## config.mk

```make
export PLATFORM = sky130hd
export DESIGN_NAME = uart_irq_fifo_line_control
export DESIGN_NICKNAME = d
export VERILOG_FILES = /design/src/design/uart_irq_fifo_line_control.v
export VERILOG_INCLUDE_DIRS = /design/src /design/src/design
export SDC_FILE = /design/constraint.sdc
export NUM_CORES = 1
export LEC_CHECK = 0
export ABC_AREA = 0
export BUFFER_PORTS_ARGS = -buffer_cell sky130_fd_sc_hd__buf_2
export CORE_MARGIN = 2
export CORE_UTILIZATION = 25
export CTS_BUF_LIST = sky130_fd_sc_hd__clkbuf_2 sky130_fd_sc_hd__clkbuf_4 sky130_fd_sc_hd__clkbuf_8
export DETAILED_ROUTE_END_ITERATION = 6
export GPL_TIMING_DRIVEN = 0
export PLACE_DENSITY = 0.54
export SLEW_MARGIN = 10
export SYNTH_ARGS = -nofsm -noshare
export SYNTH_HDL_FRONTEND = slang
export SYNTH_SLANG_ARGS = --single-unit
```

## constraint.sdc

```tcl
create_clock -name pclk -period 2.2 [get_ports pclk]
set_input_delay 0.44 -clock pclk [delete_from_list [all_inputs] [get_ports pclk]]
set_output_delay 0.44 -clock pclk [all_outputs]
set_load 0.01 [all_outputs]
```

## src/design/uart_ctl_map.vh

```
`ifndef UART_CTL_MAP_VH
`define UART_CTL_MAP_VH
// ---------------------------------------------------------------------------
// Register byte addresses
// ---------------------------------------------------------------------------
`define ADDR_DATA 12'h000
`define ADDR_IEN 12'h004
`define ADDR_ISRC 12'h008
`define ADDR_LFMT 12'h00C
`define ADDR_MOUT 12'h010
`define ADDR_LCOND 12'h014
`define ADDR_MIN 12'h018
`define ADDR_EVT 12'h01C
`define ADDR_STAT 12'h020
// ---------------------------------------------------------------------------
// Interrupt source codes
// ---------------------------------------------------------------------------
`define ICODE_LINE 4'h6
`define ICODE_TMO 4'hC
`define ICODE_RXD 4'h4
`define ICODE_TXR 4'h2
`define ICODE_MDM 4'h0
`define ICODE_NONE 4'h1
// ---------------------------------------------------------------------------
// Field positions, reset values and timeout lengths
// ---------------------------------------------------------------------------
`define FC_EN 0
`define FC_RXRST 1
`define FC_TXRST 2
`define FC_DMA 3
`define LF_PAR 3
`define LF_EVEN 4
`define LF_FORCE 5
`define LF_BRK 6
`define LF_DLAB 7
`define RST_BYTE 8'h00
`define TMO_CHARS 4
`define TMO_BITS 12
`endif

```

## src/design/uart_irq_fifo_line_control.v

```verilog
// Behaviour
// - Interrupt source read reports only the highest pending source; others wait.
// - Codes: line 0110, timeout 1100, rx data 0100, tx 0010, modem 0000, none 0001.
// - Source bit 0 is 0 while pending, 1 when none; resets to 1.
// - Line interrupt on line condition bits 1..4; cleared by reading that register.
// - Rx data interrupt at trigger level; clears when fill drops below it.
// - Rx timeout after four characters plus twelve bits; cleared by reading receive data.
// - Tx ready on tx FIFO empty; cleared by source read or transmit write.
// - Modem interrupt on change bits 0..3; cleared by reading modem input register.
// - Source bits 7:6 read 1 with FIFOs enabled, else 0; bits 5:4 zero.
// - FIFO enable bit must accompany other FIFO control bits or they are ignored.
// - FIFO reset bits clear rx or tx pointers once and self-clear.
// - FIFO control bit 3 selects DMA mode for the ready pins.
// - Trigger select 00/01/10/11 gives 1, 4, 8, 14 characters.
// - Line format bits 1:0 give 5, 6, 7 or 8 bit characters.
// - Stop bit select gives 1, 1.5 for 5-bit, or 2 stop bits.
// - Line format bit 3 enables parity generation and checking.
// - Bit 4 selects odd (0) or even (1) parity when not forced.
// - Bit 5 forces parity to 1 when bit 4 is 0, else 0.
// - Bit 6 holds serial output at 0 as break until cleared.
// - Bit 7 routes shared offsets to divisor latches.
// - Modem output bits 0,1 drive terminal ready and send request pins inverted.
// - Modem output bit 2 drives the spare output pin inverted; it supplies ring indicator in loopback.
// - Enable register masks receive, transmit, line and modem sources.
// - In loopback ring status equals modem output bit 2.
//
// Implementation choices: the register addresses and register access over APB.
`timescale 1ns/1ps
`include "uart_ctl_map.vh"
module uart_irq_fifo_line_control #(
  parameter FIFO_DEPTH = 16,
  parameter CLK_PER_BIT = 16
) (
  // APB
  input wire pclk,
  input wire presetn,
  input wire psel,
  input wire penable,
  input wire pwrite,
  input wire [11:0] paddr,
  input wire [31:0] pwdata,
  output reg [31:0] prdata,
  output reg pready,
  output reg pslverr,
  // Datapath status
  input wire [4:0] rx_level,
  input wire rx_push,
  input wire tx_empty,
  input wire [3:0] line_err,
  input wire [3:0] modem_in_n,
  input wire loopback,
  // Datapath controls
  output reg rx_fifo_clr,
  output reg tx_fifo_clr,
  output reg rx_pop,
  output reg tx_push,
  output reg [7:0] tx_data,
  output reg [7:0] divisor_low,
  output reg [7:0] divisor_high_latch,
  output reg [3:0] char_bits,
  output reg [1:0] stop_halfbits,
  output reg parity_en,
  output reg parity_bit_forced,
  output reg parity_forced_val,
  output reg parity_even,
  output reg serial_tx_break,
  output reg dma_mode,
  output reg fifo_en,
  // Pins
  output reg terminal_ready_n,
  output reg send_request_n,
  output reg spare_output_one_n,
  output reg irq
);
  // -------------------------------------------------------------------------
  // Registers
  // -------------------------------------------------------------------------
  reg [7:0] ien_r, lfmt_r, mout_r;
  reg [1:0] trig_sel_r;
  reg dma_r, fen_r;
  reg [3:0] lcond_r, mdelta_r;
  reg [3:0] min_prev_r;
  reg txr_r, tx_empty_prev_r, tmo_r;
  reg [15:0] tmo_cnt_r;
  reg [3:0] cur_code_r;
  wire acc = psel & penable & pready;
  wire wr = acc & pwrite;
  wire rd = acc & ~pwrite;
  wire dlab = lfmt_r[`LF_DLAB];
  wire rd_data = rd && paddr == `ADDR_DATA && !dlab;
  wire rd_isrc = rd && paddr == `ADDR_ISRC;
  wire rd_lcond = rd && paddr == `ADDR_LCOND;
  wire rd_min = rd && paddr == `ADDR_MIN;
  wire wr_thr = wr && paddr == `ADDR_DATA && !dlab;
  // Trigger level lookup.
  reg [4:0] trig_lvl;
  always @* begin
    case (trig_sel_r)
      2'b00: trig_lvl = 5'd1;
      2'b01: trig_lvl = 5'd4;
      2'b10: trig_lvl = 5'd8;
      default: trig_lvl = 5'd14;
    endcase
  end
  wire rxd_pend = fen_r ? (rx_level >= trig_lvl) : (rx_level != 5'd0);
  // Timeout length in clocks: four characters of ten bits plus twelve bits.
  localparam integer TMO_CLKS_I = (`TMO_CHARS * 10 + `TMO_BITS) * CLK_PER_BIT;
  localparam [15:0] TMO_CLKS = TMO_CLKS_I[15:0];
  // Ring status follows the spare bit in loopback, else the inverted pin.
  wire [3:0] min_live = {~modem_in_n[3], loopback ? mout_r[2] : ~modem_in_n[2],
                         ~modem_in_n[1], ~modem_in_n[0]};
  // -------------------------------------------------------------------------
  // Priority encode
  // -------------------------------------------------------------------------
  reg [3:0] code_nxt;
  always @* begin
    if (ien_r[2] && lcond_r != 4'h0) code_nxt = `ICODE_LINE;
    else if (ien_r[0] && tmo_r) code_nxt = `ICODE_TMO;
    else if (ien_r[0] && rxd_pend) code_nxt = `ICODE_RXD;
    else if (ien_r[1] && txr_r) code_nxt = `ICODE_TXR;
    else if (ien_r[3] && mdelta_r != 4'h0) code_nxt = `ICODE_MDM;
    else code_nxt = `ICODE_NONE;
  end
  // -------------------------------------------------------------------------
  // Register file and sources
  // -------------------------------------------------------------------------
  always @(posedge pclk or negedge presetn) begin
    if (!presetn) begin
      ien_r <= `RST_BYTE;
      lfmt_r <= `RST_BYTE;
      mout_r <= `RST_BYTE;
      trig_sel_r <= 2'b00;
      dma_r <= 1'b0;
      fen_r <= 1'b0;
      lcond_r <= 4'h0;
      mdelta_r <= 4'h0;
      min_prev_r <= 4'h0;
      txr_r <= 1'b0;
      tx_empty_prev_r <= 1'b0;
      tmo_r <= 1'b0;
      tmo_cnt_r <= 16'h0000;
      cur_code_r <= `ICODE_NONE;
      prdata <= 32'h0000_0000;
      pready <= 1'b0;
      pslverr <= 1'b0;
      rx_fifo_clr <= 1'b0;
      tx_fifo_clr <= 1'b0;
      rx_pop <= 1'b0;
      tx_push <= 1'b0;
      tx_data <= 8'h00;
      divisor_low <= 8'h00;
      divisor_high_latch <= 8'h00;
      irq <= 1'b0;
    end else begin
      pready <= psel & ~penable;
      pslverr <= 1'b0;
      rx_fifo_clr <= 1'b0;
      tx_fifo_clr <= 1'b0;
      rx_pop <= rd_data;
      tx_push <= wr_thr;
      min_prev_r <= min_live;
      tx_empty_prev_r <= tx_empty;
      // Sticky sources: a set in the same cycle as a clear wins.
      lcond_r <= (rd_lcond ? 4'h0 : lcond_r) | line_err;
      mdelta_r <= (rd_min ? 4'h0 : mdelta_r) | (min_live ^ min_prev_r);
      txr_r <= ((rd_isrc && cur_code_r == `ICODE_TXR) || wr_thr) ? 1'b0 : txr_r;
      if (tx_empty && !tx_empty_prev_r) txr_r <= 1'b1;
      if (wr && paddr == `ADDR_IEN && !dlab && pwdata[1] && tx_empty) txr_r <= 1'b1;
      // Timer restarts on a receive push, a receive data read or an empty FIFO and fires with data waiting while FIFOs are enabled.
      if (rx_push || rd_data || rx_level == 5'd0) tmo_cnt_r <= 16'h0000;
      else if (tmo_cnt_r != TMO_CLKS) tmo_cnt_r <= tmo_cnt_r + 16'h0001;
      // The timer firing wins over a data read in the same cycle.
      if (fen_r && tmo_cnt_r == TMO_CLKS - 16'h0001) tmo_r <= 1'b1;
      else if (rd_data) tmo_r <= 1'b0;
      // The code handed out in the setup cycle is kept so the access edge clears only that source.
      if (psel && !penable && !pwrite && paddr == `ADDR_ISRC)
        cur_code_r <= code_nxt;
      irq <= code_nxt != `ICODE_NONE;
      if (wr) begin
        case (paddr)
          `ADDR_DATA: begin
            if (dlab) divisor_low <= pwdata[7:0];
            else tx_data <= pwdata[7:0];
          end
          `ADDR_IEN: begin
            if (dlab) divisor_high_latch <= pwdata[7:0];
            else ien_r <= {4'h0, pwdata[3:0]};
          end
          `ADDR_ISRC: begin
            fen_r <= pwdata[`FC_EN];
            if (pwdata[`FC_EN]) begin
              trig_sel_r <= pwdata[7:6];
              dma_r <= pwdata[`FC_DMA];
              rx_fifo_clr <= pwdata[`FC_RXRST];
              tx_fifo_clr <= pwdata[`FC_TXRST];
            end
          end
          `ADDR_LFMT: lfmt_r <= pwdata[7:0];
          `ADDR_MOUT: mout_r <= {3'b000, pwdata[4:0]};
          default: begin
          end
        endcase
      end
      if (psel && !penable && !pwrite) begin
        case (paddr)
          `ADDR_DATA: prdata <= {24'h0, dlab ? divisor_low : 8'h00};
          `ADDR_IEN: prdata <= {24'h0, dlab ? divisor_high_latch : ien_r};
          `ADDR_ISRC: prdata <= {24'h0, {2{fen_r}}, 2'b00, code_nxt};
          `ADDR_LFMT: prdata <= {24'h0, lfmt_r};
          `ADDR_MOUT: prdata <= {24'h0, mout_r};
          `ADDR_LCOND: prdata <= {27'h0, lcond_r, rx_level != 5'd0};
          `ADDR_MIN: prdata <= {24'h0, min_live, mdelta_r};
          `ADDR_EVT: prdata <= {27'h0, tmo_r, txr_r, rxd_pend, lcond_r != 4'h0, mdelta_r != 4'h0};
          `ADDR_STAT: prdata <= {24'h0, trig_sel_r, 2'b00, dma_r, 2'b00, fen_r};
          default: prdata <= 32'h0000_0000;
        endcase
      end
      // The error response must stand in the access cycle, for writes as well as reads.
      if (psel && !penable && (paddr > `ADDR_STAT || paddr[1:0] != 2'b00)) pslverr <= 1'b1;
    end
  end
  // -------------------------------------------------------------------------
  // Format and pin outputs
  // -------------------------------------------------------------------------
  always @(posedge pclk or negedge presetn) begin
    if (!presetn) begin
      char_bits <= 4'd5;
      stop_halfbits <= 2'd2;
      parity_en <= 1'b0;
      parity_bit_forced <= 1'b0;
      parity_forced_val <= 1'b0;
      parity_even <= 1'b0;
      serial_tx_break <= 1'b0;
      dma_mode <= 1'b0;
      fifo_en <= 1'b0;
      terminal_ready_n <= 1'b1;
      send_request_n <= 1'b1;
      spare_output_one_n <= 1'b1;
    end else begin
      char_bits <= {2'b00, lfmt_r[1:0]} + 4'd5;
      stop_halfbits <= !lfmt_r[2] ? 2'd2 : (lfmt_r[1:0] == 2'b00 ? 2'd3 : 2'd0);
      parity_en <= lfmt_r[`LF_PAR];
      parity_even <= lfmt_r[`LF_EVEN];
      parity_bit_forced <= lfmt_r[`LF_PAR] & lfmt_r[`LF_FORCE];
      parity_forced_val <= ~lfmt_r[`LF_EVEN];
      serial_tx_break <= lfmt_r[`LF_BRK];
      dma_mode <= dma_r;
      fifo_en <= fen_r;
      terminal_ready_n <= ~mout_r[0];
      send_request_n <= ~mout_r[1];
      spare_output_one_n <= ~mout_r[2];
    end
  end
endmodule

```

==> results of run 1 <==
## power groups by stage
stage / clock network [W] / registers [W] / logic (W)
2_1_floorplan: 0 / 0.00211 / 0.000145
3_3_place_gp: 0 / 0.00211 / 0.000297
3_5_place_dp: 0 / 0.00211 / 0.000304
4_1_cts: 0.00134 / 0.00207 / 0.000314
5_1_grt: 0.00143 / 0.00207 / 0.000352
6_report: 0.00129 / 0.00207 / 0.000318
## cell usage after synthesis (10+ instances only)
library cell / instances / area, sq um
mux2_2: 34 / 383
nand2_1: 42 / 158
nor2_1: 36 / 135
a21o_1: 11 / 82.6
xor2_1: 11 / 96.3
dfrtp_1: 104 / 2600
inv_1: 28 / 105
clkbuf_1: 11 / 41.3
buf_4: 24 / 180
mux2i_1: 10 / 100
nand3_1: 10 / 50.1
o21ai_0: 20 / 100
## what timing repair did
item | in CTS | in global routing
gates resized for setup | 19 | 12
buffers inserted | 7 | 10
pin swaps | 10 | 5
hold buffers | 1 | 0
endpoints found under the hold margin | 25 | 0
setup endpoints to repair | 68 | 45
## cell usage in the layout (no fill, tap or decap), types with 4 or more instances in the layout
master	synthesis	layout
buf_2	6	94
a21o_1	11	11
o21ai_1	0	4
buf_4	24	40
or4_4	1	5
nor2_1	36	36
conb_1	1	24
dfstp_2	7	7
nand3_1	10	10
o21ai_0	20	16
and3_1	6	6
nand2_1	42	40
nand4_1	7	7
mux2_4	0	17
clkbuf_1	11	9
nand3b_1	5	5
and2_1	6	6
clkbuf_8	0	10
mux2_2	34	17
xor2_1	11	11
xnor2_1	7	7
nor3_1	8	6
and4_1	6	6
mux2i_1	10	10
nand2b_1	6	6
ha_1	8	8
buf_6	0	4
a21oi_1	5	4
inv_1	28	28
dfrtp_1	104	102
## final timing paths
kind,to,slack [ps],cells after the start
max,divisor_high_latch[7],4,6
min in group asynchronous,tx_data[1],470,2
max reg2reg,prdata[1],120,5
min,tx_empty_prev_r,160,1
min reg2reg,dma_mode,390,0
max in group asynchronous,cur_code_r[0],1010,3
## final cells by class
class	count	area, sq um	share of cell area, %
Sequential cell	111	2790	41.0
Multi-Input combinational cell	327	2430	35.7
Timing Repair Buffer	113	673	9.90
Tap cell	275	344	5.06
Buffer	38	254	3.74
Clock buffer	10	138	2.02
Inverter	28	105	1.55
Clock inverter	6	67.6	0.994
## through the flow
stage               total power, W  utilization [%]  cells
global placement           0.00241             30.0    877
global route               0.00385             32.5    908
detailed placement         0.00241             30.2    878
floorplan                  0.00226                -    508
CTS                        0.00373             31.9    901
finish                     0.00367             32.5    908
## worst max-delay path, cell delays in order
cell	delay (ps)
buf_2	120
or4_4	580
or3_4	470
nor4_4	340
buf_12	180
mux2_2	330
## sequential cells by signal (all words and copies together), names as in the netlist, 2 cells and up
register / flops
char_bits: 4
divisor_high_latch: 8
mout_r: 5
stop_halfbits: 2
divisor_low: 8
lfmt_r: 8
ien_r: 4
tx_data: 8
prdata: 8
trig_sel_r: 2
min_prev_r: 4
lcond_r: 4
tmo_cnt_r: 16
mdelta_r: 4
cur_code_r: 4
## layer usage
metal  up-vias  routed length, um
li1       1941                  -
met1      2012               7390
met2       122               6670
met3        12                940
met4         0                239
met5         -                  0
## cell families (layout without fill, tap and decap cells)
group           after synthesis  count (layout)
other cells                   1              24
fa+ha+maj                     8               8
flops                       111             111
simple gates                158             158
compound gates               73              73
buf+inv                      70             195
mux                          46              46
xor+xnor                     18              18
==> metrics.txt, run 1 <==
Port Buffers 94; initial core utilization 25.3%; routed vias/inst 4.50; Worst Setup SP paddr[5]; GR Util met2 21.0%; FP Rows 53; synthesis-stage register bit count 111; xor/xnor cell area share of the yosys netlist 2.97%; critical path endpoint category flop; Post-synth EDFFs 0; simple-gate share of the synthesized area 16.2%; switching part of the total 25.5%; clock network power share 35.0%; first-pass GRT wire length 23600 um; synthesized area 5310 sq um; Peak Freq 455 MHz; main combinational cell family by area after synthesis simple AND/OR/NAND/NOR gates; Critical Path Fanout Max 8; switching pwr 0.000937 W; vias in the first global route 3946; Seq/Total Area, Yosys 52.5%; First DRT Iteration DRCs 273; DRT Wirelength 15200 um; final hold vios 0; drt wl/cell 16.8 um; initial antenna violation count 0; largest net degree at the start of global routing 87; PwrDens 540 nW/um^2; CP Class in2reg; Reg power frac 56.3%; syn_area_per_cell 10.9 sq um; GR Layer Usage met1 20.3%; Post-DRT Antenna Nets 0; Final Instance Area 6800 sq um; mux contribution to synthesized area 9.95%; Pre-antenna DRT Iters 4; Die Area 22400 sq um; GP Congestion 0.826; Filler cells 2205; Max Transition Viols Final 0; # DRC 0; clock buffer count from CTS 9; worst vdd ir 0.249 mV; asr flop ratio synth 100%; r2r startpoint lcond_r[0]; Worst-Skew Late Latency 390 ps; Synth cell types 58; CTS tree yes; Synth Area in Compound Gates 9.60%; Area Growth Syn to Fin 28.2%; Final setup viols 0; internal power 0.00274 W; clock root buffer clkbuf_8; Tcrit/Tclk final 99.8%; outcome completed; placed inst area 6330 sq um; area of the core 21000 sq um; Worst-path clk slew 110 ps; max_cap viols 0; clock sinks 111; crit path time final 2200 ps; worst slack at placement -872 ps; Post-DP HPWL 11300 um; Boundary Pins 144; Bufs on Longest Clock Path 2; logic gate share of total power 8.7%; GRT overflow 0; min-delay src tx_empty; most used routing layer in global routing met2; clk_skew 9.83 ps; routing usage on met3 3.11%; H-tree depth 3; vias 4087; worst endpoint data arrival time 2480 ps; synthesis warning total 0; startpoint types primary input; Mapped Cells 485; total track usage 14.0%; Leakage Power 3.30 nW; WP data required 2480 ps; Die Width 150 um; setup_tns 0 ps; nets@finish 701; adder-cell share of the synthesized area 1.89%; setup ws final 3.56 ps; Hold WC Path Type in2reg; antenna cells 0; ratio of cells with drive above 1 in the final layout 36.5%; worst relative slew slack 63.9%; Slew @ Worst Pin 538 ps; main flop type after synthesis dfrtp_1; Die Ht 150 um; hold slack 162 ps
Power figures use the tool's default switching activity.
==> run 2: changes to the inputs <==
Settings changed: SKIP_LAST_GASP set to 1.
Clock period 2.2 ns to 1.8 ns, I/O delays scaled along.
==> run 2 against run 1 <==
  * The flow now finishes with violations (setup timing)
  * Die area unchanged
  * Design area increased by 3.8%
  * Clock power increased by 24%
  * Worst hold slack got worse by 79 ps
  * Utilization increased by 1.2 points
  * Global-route usage increased by 0.39 points
  * Sequential power increased by 22%
  * Cell count increased by 0.77%
  * Flip-flop and latch count unchanged
==> metrics.txt, run 2 (synthesis results as in run 1) <==
switching pwr 0.00121 W (was 0.000937 W); # DRC 0 (unchanged); Worst R2R Setup Slack -220 ps (was 120 ps); startpoint types flop (was primary input); Slew @ Worst Pin 573 ps (was 538 ps); Largest Register tmo_cnt_r (unchanged); Filler cells 2175 (was 2205); RSZ-0062 raised after global routing true; min-delay src tx_empty (unchanged); most frequent cells in the layout dfrtp_1 (102), buf_2 (91), buf_4 (44), nand2_1 (38), nor2_1 (35) (was dfrtp_1 (102), buf_2 (94), nand2_1 (40), buf_4 (40), nor2_1 (36)); Worst-Skew Late Latency 400 ps (was 390 ps); Max Transition Viols Final 0 (unchanged); max_cap viols 0 (unchanged); r2r endpoint prdata[0] (was prdata[1]); first-pass GRT wire length 24000 um (was 23600 um); Port Buffers 94 (unchanged); logic gate share of total power 8.9% (was 8.7%); GR Util met2 23.0% (was 21.0%); vias 4238 (was 4087); sequential cell area 2790 sq um (unchanged); Area Growth Syn to Fin 33.0% (was 28.2%); critical path endpoint category flop (unchanged); Reg power frac 55.8% (was 56.3%); switching part of the total 26.6% (was 25.5%); worst relative slew slack 61.8% (was 63.9%); clock buffer count from CTS 9 (unchanged); setup_tns -4680 ps (was 0 ps); clock network power share 35.3% (was 35.0%); WP data required 2150 ps (was 2480 ps); PwrDens 642 nW/um^2 (was 540 nW/um^2); clk_skew 8.06 ps (was 9.83 ps); Final setup viols 47 (was 0); antenna cells 0 (unchanged); Hold WC Path Type in2reg (unchanged); DP Cell Count 878 (unchanged); Critical Path Fanout Max 3 (was 8); WHS Path Cells 1 (unchanged); setup ws final -223 ps (was 3.56 ps); Die Ht 150 um (unchanged); Peak Freq 494 MHz; CTS tree yes (unchanged); largest net degree at the start of global routing 88 (was 87); Post-DRT Antenna Nets 0 (unchanged); GRT overflow 0 (unchanged); DRT Wirelength 15900 um (was 15200 um); Boundary Pins 144 (unchanged); FP Rows 53 (unchanged); area of the core 21000 sq um (unchanged); area occupied by multi-input gates 2590 sq um (was 2430 sq um); Tcrit/Tclk final 112%; total track usage 14.4% (was 14.0%); initial antenna violation count 1 (was 0); Die Width 150 um (unchanged); r2r startpoint trig_sel_r[0] (was lcond_r[0]); outcome finished, violations left (was completed); worst endpoint data arrival time 2370 ps (was 2480 ps); Bufs on Longest Clock Path 2 (unchanged); clock sinks 111 (unchanged); Reg2Reg Depth 8 (was 5); final hold vios 0 (unchanged); worst vdd ir 0.300 mV (was 0.249 mV); commonest non-fill, non-tap cell in the layout dfrtp_1 (unchanged); Pre-antenna DRT Iters 5 (was 4); CP Class reg2reg (was in2reg); vias in the first global route 4108 (was 3946); initial core utilization 25.3% (unchanged); First DRT Iteration DRCs 251 (was 273); drt wl/cell 17.4 um (was 16.8 um); H-tree depth 3 (unchanged); Largest register FFs 16 (unchanged); routing usage on met3 4.02% (was 3.11%); Post-DP HPWL 11400 um (was 11300 um); nets@finish 708 (was 701); internal power 0.00333 W (was 0.00274 W); Worst-path clk slew 110 ps (about the same); WHS Endpoint tx_empty_prev_r (unchanged); failing checks setup timing; final core utilization 33.7% (was 32.5%); ratio of cells with drive above 1 in the final layout 40.2% (was 36.5%); GR Layer Usage met1 19.4% (was 20.3%); crit path time final 2020 ps; worst slack at placement -1210 ps (was -872 ps); clock root buffer clkbuf_8 (unchanged); Leakage Power 3.39 nW (was 3.30 nW); Non-Filler Instances 915 (was 908); most used routing layer in global routing met2 (unchanged); routed vias/inst 4.63 (was 4.50); GP Congestion 0.877 (was 0.826); Die Area 22400 sq um (unchanged)
## run 2: area by class of cell
class / count / area share (%)
Tap cell: 275 / 4.88
Buffer: 33 / 3.42
Timing Repair Buffer: 124 / 11.1
Clock buffer: 9 / 1.76
Multi-Input combinational cell: 328 / 36.6
Sequential cell: 111 / 39.5
Inverter: 28 / 1.49
Clock inverter: 7 / 1.15
## run 2: critical path, stage by stage, from the launching register on
cell and delay, ps:
dfrtp_1 420, inv_2 80, ha_4 190, a21o_1 180, a2111oi_4 330, buf_4 190
a31oi_4 100, nor4b_4 330, a221o_1 140
## run 2: power groups by stage
stage | registers (W) | clock network [W] | logic, W
after floorplan | 0.00258 | 0 | 0.000181
after global placement | 0.00258 | 0 | 0.000362
after detailed placement | 0.00258 | 0 | 0.000373
after CTS | 0.00253 | 0.00167 | 0.000393
after global routing | 0.00254 | 0.00176 | 0.000443
final | 0.00253 | 0.00160 | 0.000402
## run 2: how the worst max path moves through the flow
stage / end / from / slack [ps] / cells after the start
final: prdata[0] / trig_sel_r[0] / -220 / 8
after global routing: prdata[0] / trig_sel_r[0] / -290 / 8
after CTS: prdata[0] / trig_sel_r[0] / -250 / 7
after detailed placement: tmo_cnt_r[10] / paddr[1] / -1210 / 8
after global placement: tmo_cnt_r[11] / paddr[1] / -1240 / 8
after floorplan: lcond_r[0] / paddr[1] / -610 / 6
## run 2: timing repair
action	4_1_cts	5_1_grt
gates resized for setup	36	35
setup endpoints to repair	86	74
setup buffers	25	4
cloned	1	0
hold buffers	1	0
endpoints found under the hold margin	22	0
pin swaps	25	18
## run 2: stage by stage
step	total power (W)	area [sq um]	hold WS [ps]
floorplan	0.00276	5530	64.4
global placement	0.00294	6350	360
detailed placement	0.00295	6380	243
global route	0.00474	7060	65.3
finish	0.00453	7060	83.8
CTS	0.00459	6890	64.4
## run 2: metal layers
| metal | wire length (um) | part of all wire (%) |
|---|---|---|
| met5 | 13 | 0.082 |
| met4 | 207 | 1.3 |
| met3 | 1010 | 6.3 |
| met2 | 7490 | 47 |
| met1 | 7200 | 45 |
==> run 3: changes to the inputs <==
Settings changed: CTS_BUF_LIST sky130_fd_sc_hd__clkbuf_2 sky130_fd_sc_hd__clkbuf_4 sky130_fd_sc_hd__clkbuf_8 to sky130_fd_sc_hd__clkbuf_16.
==> run 3 against run 2 <==
  * The run still ends with setup timing left
  * Sequential power about the same
  * Routed wire length decreased by 0.24%
  * Critical endpoint is now tmo_cnt_r[0]
  * Clock skew down 0.93 ps
  * Largest power group unchanged
  * Worst hold slack better by 42 ps
  * Critical path type is now in2reg
  * Register-to-register slack improved by 60 ps
  * Utilization grew 1.2 points
==> metrics.txt, run 3 (synthesis results as in run 1) <==
final hold vios 0 (unchanged); Pre-antenna DRT Iters 4 (was 5); initial antenna violation count 1 (unchanged); CP Class in2reg (was reg2reg); min-delay src tx_empty (unchanged); r2r endpoint prdata[2] (was prdata[0]); delay of the slowest cell on the worst path 570 ps (was 420 ps); GRT overflow 0 (unchanged); clock buffer count from CTS 9 (unchanged); Post-DRT Antenna Nets 0 (unchanged); # DRC 0 (unchanged); DRT Wirelength 15900 um (about the same); FP Rows 53 (unchanged); Critical Path Fanout Max 6 (was 3); Boundary Pins 144 (unchanged); clock root buffer clkbuf_16 (was clkbuf_8); Leakage Power 3.49 nW (was 3.39 nW); GP Congestion 0.877 (unchanged); final core utilization 34.9% (was 33.7%); WHS Path Cells 1 (unchanged); slowest cell on the critical path or4_4 (was dfrtp_1); worst endpoint data arrival time 2250 ps (was 2370 ps); startpoint types primary input (was flop); ratio of cells with drive above 1 in the final layout 43.1% (was 40.2%); Die Area 22400 sq um (unchanged); Tcrit/Tclk final 111% (was 112%); Hold WC Path Type in2reg (unchanged); crit path time final 2010 ps (was 2020 ps); Post-DP HPWL 11400 um (unchanged); placed inst area 6380 sq um (unchanged); Die Ht 150 um (unchanged); RSZ-0062 raised after global routing true (unchanged); critical path endpoint category flop (unchanged); initial core utilization 25.3% (unchanged); drt wl/cell 17.2 um (was 17.4 um); Worst R2R Setup Slack -160 ps (was -220 ps); CP Buf/Inv Count 5 (was 2); Slew @ Worst Pin 589 ps (was 573 ps); Final Instance Area 7300 sq um (was 7060 sq um); area of the core 21000 sq um (unchanged); vias in the first global route 4202 (was 4108); total track usage 14.5% (was 14.4%); Port Buffers 94 (unchanged); PwrDens 689 nW/um^2 (was 642 nW/um^2); Largest register FFs 16 (unchanged); Final setup viols 84 (was 47); commonest non-fill, non-tap cell in the layout dfrtp_1 (unchanged); Tot Pwr 0.00504 W (was 0.00453 W); Non-Filler Instances 924 (was 915); H-tree depth 3 (unchanged); max_cap viols 0 (unchanged); Reg2Reg Depth 8 (unchanged); CTS tree yes (unchanged); clock sinks 111 (unchanged); first-pass GRT wire length 24200 um (was 24000 um); worst vdd ir 0.395 mV (was 0.300 mV); Top delay family on crit path simple AND/OR/NAND/NOR gates (was compound AO/OA/AOI/OAI gates); vias 4214 (was 4238); Peak Freq 499 MHz (was 494 MHz); Bufs on Longest Clock Path 2 (unchanged); Largest Register tmo_cnt_r (unchanged); Die Width 150 um (unchanged); Worst-Skew Late Latency 360 ps (was 400 ps); worst relative slew slack 60.7% (was 61.8%); nets@finish 717 (was 708); outcome finished, violations left (unchanged); Area Growth Syn to Fin 37.6% (was 33.0%); First DRT Iteration DRCs 246 (was 251); WP data required 2050 ps (was 2150 ps); DP Cell Count 878 (unchanged); clk_skew 7.13 ps (was 8.06 ps); Worst Setup SP paddr[8] (was trig_sel_r[0]); failing checks setup timing (unchanged); routed vias/inst 4.56 (was 4.63); Worst-path clk slew 70 ps (was 110 ps); most frequent cells in the layout dfrtp_1 (103), buf_2 (91), buf_4 (49), nand2_1 (33), mux2_4 (30) (was dfrtp_1 (102), buf_2 (91), buf_4 (44), nand2_1 (38), nor2_1 (35)); WHS Endpoint tx_empty_prev_r (unchanged); largest net degree at the start of global routing 88 (unchanged); Max Transition Viols Final 0 (unchanged); CP Cell Sequence buf_6, or4_4, buf_4, buf_12, nor3_4, buf_4, nand4_1, nand2_2, buf_6, nor2_1 (was inv_2, ha_4, a21o_1, a2111oi_4, buf_4, a31oi_4, nor4b_4, a221o_1); setup ws final -206 ps (was -223 ps); antenna cells 0 (unchanged); r2r startpoint trig_sel_r[0] (unchanged)
run 3: changes by cell type in the layout (fill, tap and decap cells not counted), moves of 2 or more:
cell	delta
a21oi_1	-2
buf_4	+5
buf_6	+4
clkbuf_16	+9
clkbuf_8	-9
nand2_1	-5
nand2_2	+5
nor2_1	-7
nor2_2	+7
o21ai_0	-2
o21ai_1	+2
run 3: per-stage QoR:
| stage | hold slack (ps) | setup slack, ps | setup TNS, ps |
|---|---|---|---|
| final | 126 | -206 | -10500 |
| after global routing | 120 | -256 | -13420 |
| after CTS | 113 | -235 | -12080 |
| after detailed placement | 243 | -1210 | -73070 |
| after global placement | 360 | -1240 | -183010 |
| after floorplan | 64.4 | -609 | -31950 |
run 3: power breakdown:
part           total [W]  switching [W]  internal (W)  leakage [nW]
Clock            0.00209       0.000989       0.00110         0.149
Combinational   0.000418       0.000256      0.000162          1.96
Sequential       0.00253      0.0000167       0.00251          1.39
Total            0.00504        0.00126       0.00377          3.49
run 3: per-layer routing:
| layer | up-vias | track usage, % | wire length (um) |
|---|---|---|---|
| met5 | - | 0 | 13 |
| met4 | 2 | 4.53 | 245 |
| met3 | 18 | 3.69 | 1020 |
| met2 | 119 | 23.6 | 7540 |
| met1 | 2091 | 18.9 | 7060 |
| li1 | 1984 | - | - |
run 3: worst max path at each step:
stage                     slack [ps]            end  cells past startpoint
final                           -210   tmo_cnt_r[0]                     10
after global routing            -260      prdata[2]                      8
after CTS                       -230      prdata[2]                      7
after detailed placement       -1210  tmo_cnt_r[10]                      8
after global placement         -1240  tmo_cnt_r[11]                      8
after floorplan                 -610     lcond_r[0]                      6
run 3: area by class of cell:
cell class | instances | area (sq um)
Buffer | 34 | 253
Fill cell | 2152 | 13700
Sequential cell | 111 | 2790
Timing Repair Buffer | 133 | 877
Multi-Input combinational cell | 327 | 2630
Inverter | 28 | 105
Tap cell | 275 | 344
Clock buffer | 9 | 225
Clock inverter | 7 | 81.3
run 3: timing repair:
| item | CTS | global route |
|---|---|---|
| gates cloned | 1 | 0 |
| resized for setup | 64 | 28 |
| setup buffers | 31 | 5 |
| endpoints found under the hold margin | 22 | 0 |
| pin swaps | 43 | 16 |
| hold buffers | 1 | 0 |
| setup endpoints to repair | 86 | 84 |
run 3: worst register-to-register path, delay by kind of cell (launching register included):
family | cells | cell delay, ps
AOI/OAI and AO/OA | 5 | 970
DFF | 1 | 410
buffers and inverters | 2 | 270
adders and majority gates | 1 | 190
